File: src/mac_side_regs_defines.vh
// constants for the mac-side control and status register bank
//**********************************************************************
// How it works
// manager writes 0x0003 into first bias word
// manager writes 0x0000 into second bias word
// bits 15:14 size transmit elastic fifo span
// bits 9 and 3 act after software reset
// 125m clock disable follows strap edges
// 50m clock disable follows strap edges
// bit 3 high keeps receive clock running
// manager sets reserved bit 7, others zero
// enable bits 7, 3, 2, reset to zero
// overflow or underflow latches status bit 7
// idle insertion latches status bit 3
// idle deletion latches status bit 2
// reserved status bits always read zero
// status read clears bits, new event wins
// interrupt while enabled status bit set
//**********************************************************************
`ifndef MAC_SIDE_REGS_DEFINES_VH
`define MAC_SIDE_REGS_DEFINES_VH

// pages and register numbers
`define PAGE_BIAS          8'h00
`define PAGE_MAC           8'h02
`define REG_MAC_CTRL_ONE   5'h10
`define REG_IRQ_ENABLE     5'h12
`define REG_EVT_STATUS     5'h13
`define REG_BIAS_ONE       5'h1d
`define REG_BIAS_TWO       5'h1e

// control word fields
`define CTRL_FIFO_HI       15
`define CTRL_FIFO_LO       14
`define CTRL_CLK125_OFF    9
`define CTRL_CLK50_OFF     8
`define CTRL_RSVD_SEVEN    7
`define CTRL_RXCLK_KEEP    3

// status and enable bit positions
`define EVT_XRUN           7
`define EVT_IDLE_INS       3
`define EVT_IDLE_DEL       2
`define EVT_MASK           16'h008c

// reset values
`define CTRL_RESET         16'h0088
`define IRQ_EN_RESET       16'h0000
`define BIAS_ONE_RESET     16'h0000
`define BIAS_TWO_RESET     16'h0000

// fifo span: 16 bits plus 8 per step of the depth field
`define FIFO_SPAN_BASE     6'h10
`define FIFO_SPAN_STEP     6'h08

`endif

File: src/strap_follow_bit.v
// one register bit that loads from a strap and follows its edges
`timescale 1ns/1ps
module strap_follow_bit
(
  input  wire sys_clk,
  input  wire nrst,
  input  wire strap_in,
  input  wire wr_en,
  input  wire wr_val,
  output reg  bit_q
);

  reg strap_prev_q; // strap as seen one clock ago

  // reset loads the strap level; later an edge of the strap wins over a
  // write landing in the same cycle, since the strap is the board's intent
  always @(posedge sys_clk)
  begin
    if (!nrst)
    begin
      bit_q        <= strap_in;
      strap_prev_q <= strap_in;
    end
    else
    begin
      strap_prev_q <= strap_in;
      if (strap_in && !strap_prev_q)
      begin
        bit_q <= 1'b1;            // rising strap sets
      end
      else if (!strap_in && strap_prev_q)
      begin
        bit_q <= 1'b0;            // falling strap clears
      end
      else if (wr_en)
      begin
        bit_q <= wr_val;
      end
    end
  end

endmodule

File: src/mac_side_regs.v
// mac-side control, interrupt-enable, status and bias register bank
`timescale 1ns/1ps
`include "mac_side_regs_defines.vh"
module mac_side_regs
(
  input  wire        sys_clk,
  input  wire        nrst,
  input  wire        sw_reset,
  input  wire [7:0]  reg_page,
  input  wire [4:0]  reg_addr,
  input  wire        reg_wr_en,
  input  wire        reg_rd_en,
  input  wire [15:0] reg_wdata,
  output reg  [15:0] reg_rdata,
  output reg         reg_rvalid,
  input  wire        strap_clock_125m_off,
  input  wire        strap_clock_50m_off,
  input  wire        gigabit_mode,
  input  wire        power_down_req,
  input  wire        energy_detect,
  input  wire        fifo_xrun_evt,
  input  wire        idle_ins_evt,
  input  wire        idle_del_evt,
  output reg  [5:0]  tx_fifo_span,
  output reg         gated_clock_125m_out,
  output reg         gated_clock_50m_out,
  output reg         rx_clk_run,
  output reg  [15:0] bias_one_out,
  output reg  [15:0] bias_two_out,
  output reg         mgmt_irq
);

  //********************************************************************
  // decode
  //********************************************************************

  // true when the access targets the given page and register number
  function hit;
    input [7:0] page;
    input [4:0] addr;
    input [7:0] want_page;
    input [4:0] want_addr;
    begin
      hit = (page == want_page) && (addr == want_addr);
    end
  endfunction

  wire wr_ctrl   = reg_wr_en && hit(reg_page, reg_addr, `PAGE_MAC, `REG_MAC_CTRL_ONE);
  wire wr_irq_en = reg_wr_en && hit(reg_page, reg_addr, `PAGE_MAC, `REG_IRQ_ENABLE);
  wire wr_bias1  = reg_wr_en && hit(reg_page, reg_addr, `PAGE_BIAS, `REG_BIAS_ONE);
  wire wr_bias2  = reg_wr_en && hit(reg_page, reg_addr, `PAGE_BIAS, `REG_BIAS_TWO);
  wire rd_status = reg_rd_en && hit(reg_page, reg_addr, `PAGE_MAC, `REG_EVT_STATUS);

  //********************************************************************
  // stored words
  //********************************************************************

  reg  [15:0] ctrl_q;            // control word except the strap bits
  reg  [15:0] irq_en_q;          // interrupt enable word
  reg  [15:0] bias_one_q;        // first analog bias word
  reg  [15:0] bias_two_q;        // second analog bias word
  reg  [2:0]  evt_q;             // latched events: over/underflow, idle in, idle out
  wire [15:0] status_word;       // status word as read, reserved bits tied 0
  reg         clk125_off_eff_q;  // disable in force on the 125m output
  reg         rx_keep_eff_q;     // receive clock keep-alive in force
  wire [1:0]  strap_bit;         // strap-following control bits 9 and 8
  wire [15:0] ctrl_view;         // control word as software reads it

  // the bias words are only stored; loading 0x0003 and 0x0000 at bring-up
  // is up to the manager, so the reset value is left neutral
  always @(posedge sys_clk)
  begin
    if (!nrst)
    begin
      bias_one_q <= `BIAS_ONE_RESET;
      bias_two_q <= `BIAS_TWO_RESET;
    end
    else
    begin
      if (wr_bias1)
      begin
        bias_one_q <= reg_wdata;
      end
      if (wr_bias2)
      begin
        bias_two_q <= reg_wdata;
      end
    end
  end

  // control word; reserved bits are stored as written, bit 7 comes back
  // to 1 on software reset so a careless write cannot stick
  always @(posedge sys_clk)
  begin
    if (!nrst)
    begin
      ctrl_q <= `CTRL_RESET;
    end
    else if (sw_reset)
    begin
      ctrl_q[`CTRL_RSVD_SEVEN] <= 1'b1;
    end
    else if (wr_ctrl)
    begin
      ctrl_q <= reg_wdata;
    end
  end

  // enable word, only the three event positions are writable
  always @(posedge sys_clk)
  begin
    if (!nrst)
    begin
      irq_en_q <= `IRQ_EN_RESET;
    end
    else if (wr_irq_en)
    begin
      irq_en_q <= reg_wdata & `EVT_MASK;
    end
  end

  //********************************************************************
  // strap-following clock disables
  //********************************************************************

  wire [1:0] strap_pin = {strap_clock_125m_off, strap_clock_50m_off};
  wire [1:0] strap_wv  = {reg_wdata[`CTRL_CLK125_OFF], reg_wdata[`CTRL_CLK50_OFF]};

  genvar g;
  generate
    for (g = 0; g < 2; g = g + 1)
    begin : g_strap
      strap_follow_bit u_bit
      (
        .sys_clk  (sys_clk),
        .nrst     (nrst),
        .strap_in (strap_pin[g]),
        .wr_en    (wr_ctrl && !sw_reset),
        .wr_val   (strap_wv[g]),
        .bit_q    (strap_bit[g])
      );
    end
  endgenerate

  assign ctrl_view = {ctrl_q[15:10], strap_bit[1], strap_bit[0], ctrl_q[7:0]};

  // disruptive bits: the stored value only reaches the hardware when a
  // software reset follows, so a half-done setup never glitches a clock
  always @(posedge sys_clk)
  begin
    if (!nrst)
    begin
      clk125_off_eff_q <= strap_clock_125m_off;
      rx_keep_eff_q    <= 1'b1;
    end
    else if (sw_reset)
    begin
      clk125_off_eff_q <= strap_bit[1];
      rx_keep_eff_q    <= ctrl_q[`CTRL_RXCLK_KEEP];
    end
  end

  // clock outputs: held low while disabled, otherwise toggling
  always @(posedge sys_clk)
  begin
    if (!nrst)
    begin
      gated_clock_125m_out <= 1'b0;
      gated_clock_50m_out  <= 1'b0;
    end
    else
    begin
      gated_clock_125m_out <= clk125_off_eff_q ? 1'b0 : ~gated_clock_125m_out;
      gated_clock_50m_out  <= strap_bit[0] ? 1'b0 : ~gated_clock_50m_out;
    end
  end

  // receive clock may stop only when keep-alive is off and a power-down
  // or energy-detect state asks for it
  always @(posedge sys_clk)
  begin
    if (!nrst)
    begin
      rx_clk_run <= 1'b1;
    end
    else
    begin
      rx_clk_run <= rx_keep_eff_q || !(power_down_req || energy_detect);
    end
  end

  // elastic fifo half-span in bits; outside gigabit mode the field has
  // no meaning and the smallest span is reported
  always @(posedge sys_clk)
  begin
    if (!nrst)
    begin
      tx_fifo_span <= `FIFO_SPAN_BASE;
    end
    else if (gigabit_mode)
    begin
      case (ctrl_q[`CTRL_FIFO_HI:`CTRL_FIFO_LO])
        2'h0:    tx_fifo_span <= 6'h10;
        2'h1:    tx_fifo_span <= 6'h18;
        2'h2:    tx_fifo_span <= 6'h20;
        default: tx_fifo_span <= 6'h28;
      endcase
    end
    else
    begin
      tx_fifo_span <= `FIFO_SPAN_BASE;
    end
  end

  //********************************************************************
  // latched event status
  //********************************************************************

  wire [2:0] evt_in  = {fifo_xrun_evt, idle_ins_evt, idle_del_evt};

  // each bit latches high on its event; a status read or software reset
  // clears it, but an event in that same cycle keeps it set
  generate
    for (g = 0; g < 3; g = g + 1)
    begin : g_evt
      always @(posedge sys_clk)
      begin
        if (!nrst)
        begin
          evt_q[g] <= 1'b0;
        end
        else if (evt_in[g])
        begin
          evt_q[g] <= 1'b1;
        end
        else if (rd_status || sw_reset)
        begin
          evt_q[g] <= 1'b0;
        end
      end
    end
  endgenerate

  // reserved status bits are tied to zero, so no flop can ever set them;
  // the three latches sit at bits 7, 3 and 2
  assign status_word = {8'h00, evt_q[2], 3'h0, evt_q[1], evt_q[0], 2'h0};

  // interrupt while any enabled status bit is latched
  always @(posedge sys_clk)
  begin
    if (!nrst)
    begin
      mgmt_irq <= 1'b0;
    end
    else
    begin
      mgmt_irq <= |(status_word & irq_en_q & `EVT_MASK);
    end
  end

  //********************************************************************
  // read port and plain outputs
  //********************************************************************

  // read data is registered; the status word returned is the value
  // before the read-clear, unmapped numbers return zero
  always @(posedge sys_clk)
  begin
    if (!nrst)
    begin
      reg_rdata  <= 16'h0000;
      reg_rvalid <= 1'b0;
    end
    else
    begin
      reg_rvalid <= reg_rd_en;
      if (!reg_rd_en)
      begin
        reg_rdata <= 16'h0000;
      end
      else if (hit(reg_page, reg_addr, `PAGE_MAC, `REG_MAC_CTRL_ONE))
      begin
        reg_rdata <= ctrl_view;
      end
      else if (hit(reg_page, reg_addr, `PAGE_MAC, `REG_IRQ_ENABLE))
      begin
        reg_rdata <= irq_en_q;
      end
      else if (rd_status)
      begin
        reg_rdata <= status_word & `EVT_MASK;
      end
      else if (hit(reg_page, reg_addr, `PAGE_BIAS, `REG_BIAS_ONE))
      begin
        reg_rdata <= bias_one_q;
      end
      else if (hit(reg_page, reg_addr, `PAGE_BIAS, `REG_BIAS_TWO))
      begin
        reg_rdata <= bias_two_q;
      end
      else
      begin
        reg_rdata <= 16'h0000;
      end
    end
  end

  // bias words driven to the analog side from flops
  always @(posedge sys_clk)
  begin
    if (!nrst)
    begin
      bias_one_out <= `BIAS_ONE_RESET;
      bias_two_out <= `BIAS_TWO_RESET;
    end
    else
    begin
      bias_one_out <= bias_one_q;
      bias_two_out <= bias_two_q;
    end
  end

endmodule

File: config.mk
export PLATFORM = sky130hd
export DESIGN_NAME = mac_side_regs
export DESIGN_NICKNAME = d
export VERILOG_FILES = /design/src/strap_follow_bit.v /design/src/mac_side_regs.v
export VERILOG_INCLUDE_DIRS = /design/src /design/src/src
export SDC_FILE = /design/constraint.sdc
export NUM_CORES = 1
export LEC_CHECK = 0
export BUFFER_PORTS_ARGS = -buffer_cell sky130_fd_sc_hd__buf_2
export CAP_MARGIN = 20
export CORE_MARGIN = 2
export CORE_UTILIZATION = 30
export DETAILED_ROUTE_END_ITERATION = 16
export PLACE_DENSITY = 0.6
export RECOVER_POWER = 50
export SLEW_MARGIN = 20
export SYNTH_ARGS = -nofsm -noshare
export SYNTH_HDL_FRONTEND = slang
export SYNTH_SLANG_ARGS = --single-unit
File: constraint.sdc
create_clock -name sys_clk -period 2.8 [get_ports sys_clk]
set_input_delay 0.56 -clock sys_clk [delete_from_list [all_inputs] [get_ports sys_clk]]
set_output_delay 0.56 -clock sys_clk [all_outputs]
set_load 0.02 [all_outputs]
==> results.ini <==
[clocking]
insertion_delay_ps = 410
cts_max_path_buffers = 2
cts_tree = built
cts_max_level = 4
cts_setup_buffers = 0
clockRootBuffer = clkbuf_16
hold_buffers = 0
clock_sinks = 114
clk_pin_slew_ps = 50
numCtsBuffers = 17
post_cts_resized = 0

[layout]
n_fill_cell = 1407
nNetsFinal = 549
area_growth_pct = 29.56
n_antenna_cell = 0
instances_no_fill = 698
fin_util_pct = 39.50
mostFrequentLayoutCell = dfxtp_1
final_cell_mix = dfxtp_1, buf_2, mux2i_1
layout-drive-gt1-share_pct = 20.46

[drt]
first_pass_iters = 4
via_per_inst = 4.520
wl_um = 10190
wl_per_cell_um = 14.60
vias = 3155
drt_iter0_drc = 186
antenna_left = 0
drc_errors = 0

[critical_path]
cp.required_ps = 3090
cp.arrival_ps = 2190
startpoint = reg_page[0]
critPathCaptureType = flop
worstPathMaxFanout = 16
reg2reg_from = bias_two_q[7]
crit_path_start_kind = input port
criticalPathCategory = input port to flop
rrSetupSlack_ps = 1740

[timing]
hold_ws_ps = 334.8
timing.final.crit_share_pct = 67.86
setup_violations = 0
finalClockSkew_ps = 6.047
period_needed_ps = 1900
timing.final.ws_setup_ps = 899.8
tightestPinTransition_ps = 857.5
rsz0062_at_grt = no
tns_ps = 0
final_max_slew_viol_count = 0
fmax_mhz = 526.3
hold_viol_final = 0
slew_headroom_pct = 42.57

[floorplanning]
die_area_mm2 = 0.01496
num_rows = 43
die_x_um = 122.3
coreArea_mm2 = 0.01377
die_h_um = 122.3
ioPinCount = 101
initial_core_util_pct = 30.49

[place]
io_buffer_count = 97
hpwl_um = 6987
dpl_worst_slack_ps = 475.5
dp.cells = 666
gp_congestion = 0.7764

[yosys]
yosysWarnings = 0
syn_area_per_cell_um2 = 10.45
yosysTopAreaCellShare_pct = 52.92
synthMuxAreaShare_pct = 11.44
synth_top_flop_cell = dfxtp_1
synth_cell_types = 40
synth-edff-count = 3
yosys.area.top_type = dfxtp_1
synthTopCellsByArea = dfxtp_1, mux2i_1, nor2b_1, a22o_1, nand2_1
synth_top_family_by_area = simple AND/OR/NAND/NOR gates
synthCells = 402
synth-seq-area-share_pct = 55.07
synthArstFlopShare_pct = 0
synth_adder_area_share_pct = 0.5959
synth_simple_gate_area_share_pct = 18.24
synth_compound_area_share_pct = 9.267
syn_area_mm2 = 0.004199
ys_seq_elements = 114
synth_xor_area_share_pct = 0.2086

[pwr]
p_seq_share_pct = 41.5
peakVddDrop_mv = 0.3717
switchingPower_uw = 849.7
pwr-share-clk_pct = 55.0
p_sw_share_pct = 21.32
p_per_area_mw_per_mm2 = 732.6
intPower_uw = 3136
leakage_uw = 0.002321
p_comb_share_pct = 3.5

[worst_hold_path]
hp-class = input port to flop
worstHoldStart = strap_clock_125m_off

[outcome]
outcome = complete, no violations

[job]
maxCapViolCount = 0

[global_routing]
grt_overflow = 0
grt_pass1_vias = 3285
antenna_found_initial = 0
grtUsageTotal_pct = 14.37
grt_max_degree = 52
grt_pass1_wl_um = 16170

==> per-stage QoR <==
step | cell area [µm²] | power (µW)
finish | 5440 | 3986
global route | 5440 | 4127
CTS | 5494 | 4036
detailed placement | 4877 | 1827
global placement | 4877 | 1823
floorplan | 4207 | 1762
==> per-layer routing <==
layer / vias to the layer above / global-route usage, % / share of wire [%]
met5: - / 0 / 0
met2: 81 / 23.06 / 49
met4: 0 / 7.902 / 2.6
li1: 1566 / - / -
met1: 1487 / 16.69 / 43
met3: 21 / 5.112 / 5.4
==> worst max-delay path, cell delays in order <==
cell and delay (ps):
buf_2 100, or4b_4 590, nor4_4 280, buf_4 360, mux2i_1 220, nor2b_1 60
==> sequential cells by signal, indices dropped and copies added, names as in the netlist, 2 cells and up <==
signal	flops
g_strap.u_bit.strap_prev_q	2
ctrl_q	14
irq_en_q	3
bias_two_q	16
bias_one_q	16
g_strap.u_bit.bit_q	2
bias_two_out	16
reg_rdata	16
evt_q	3
bias_one_out	16
tx_fifo_span	3
==> Yosys cell counts (3+ instances only) <==
master	n
a21oi_1	7
a22o_1	16
a22oi_1	15
and2_1	16
and3_1	4
buf_2	3
buf_4	3
clkbuf_1	17
dfxtp_1	111
edfxtp_1	3
inv_1	23
mux2i_1	48
nand2_1	37
nor2_1	16
nor2b_1	38
nor3b_1	3
o21ai_0	8
==> logic make-up after synthesis <==
family	after synthesis
buf+inv	49
compound gates	53
flops	114
xor+xnor	1
mux	48
other cells	1
fa+ha+maj	2
simple gates	134
==> power groups by stage <==
stage          Sequential (µW)  Combinational (µW)  Clock [µW]
6_report                  1650                 139        2190
2_1_floorplan             1690                71.7           0
5_1_grt                   1650                 154        2320
4_1_cts                   1650                 141        2240
3_3_place_gp              1690                 137           0
3_5_place_dp              1690                 140           0
==> area by class of cell <==
| cell class | instances | area (µm²) | area share, % |
|---|---|---|---|
| Clock inverter | 11 | 123.9 | 2.277 |
| Sequential cell | 114 | 2312 | 42.50 |
| Inverter | 23 | 86.33 | 1.587 |
| Timing Repair Buffer | 108 | 514.2 | 9.453 |
| Multi-Input combinational cell | 241 | 1685 | 30.98 |
| Tap cell | 180 | 225.2 | 4.140 |
| Clock buffer | 21 | 493.0 | 9.062 |
==> worst paths after layout <==
path | end | depth (start not counted)
hold / removal | g_strap[1].u_bit.strap_prev_q | 1
hold reg to reg | gated_clock_125m_out | 1
setup / recovery | bias_two_q[11] | 6
setup reg to reg | reg_rdata[7] | 3
Power figures use the tool's default switching activity.
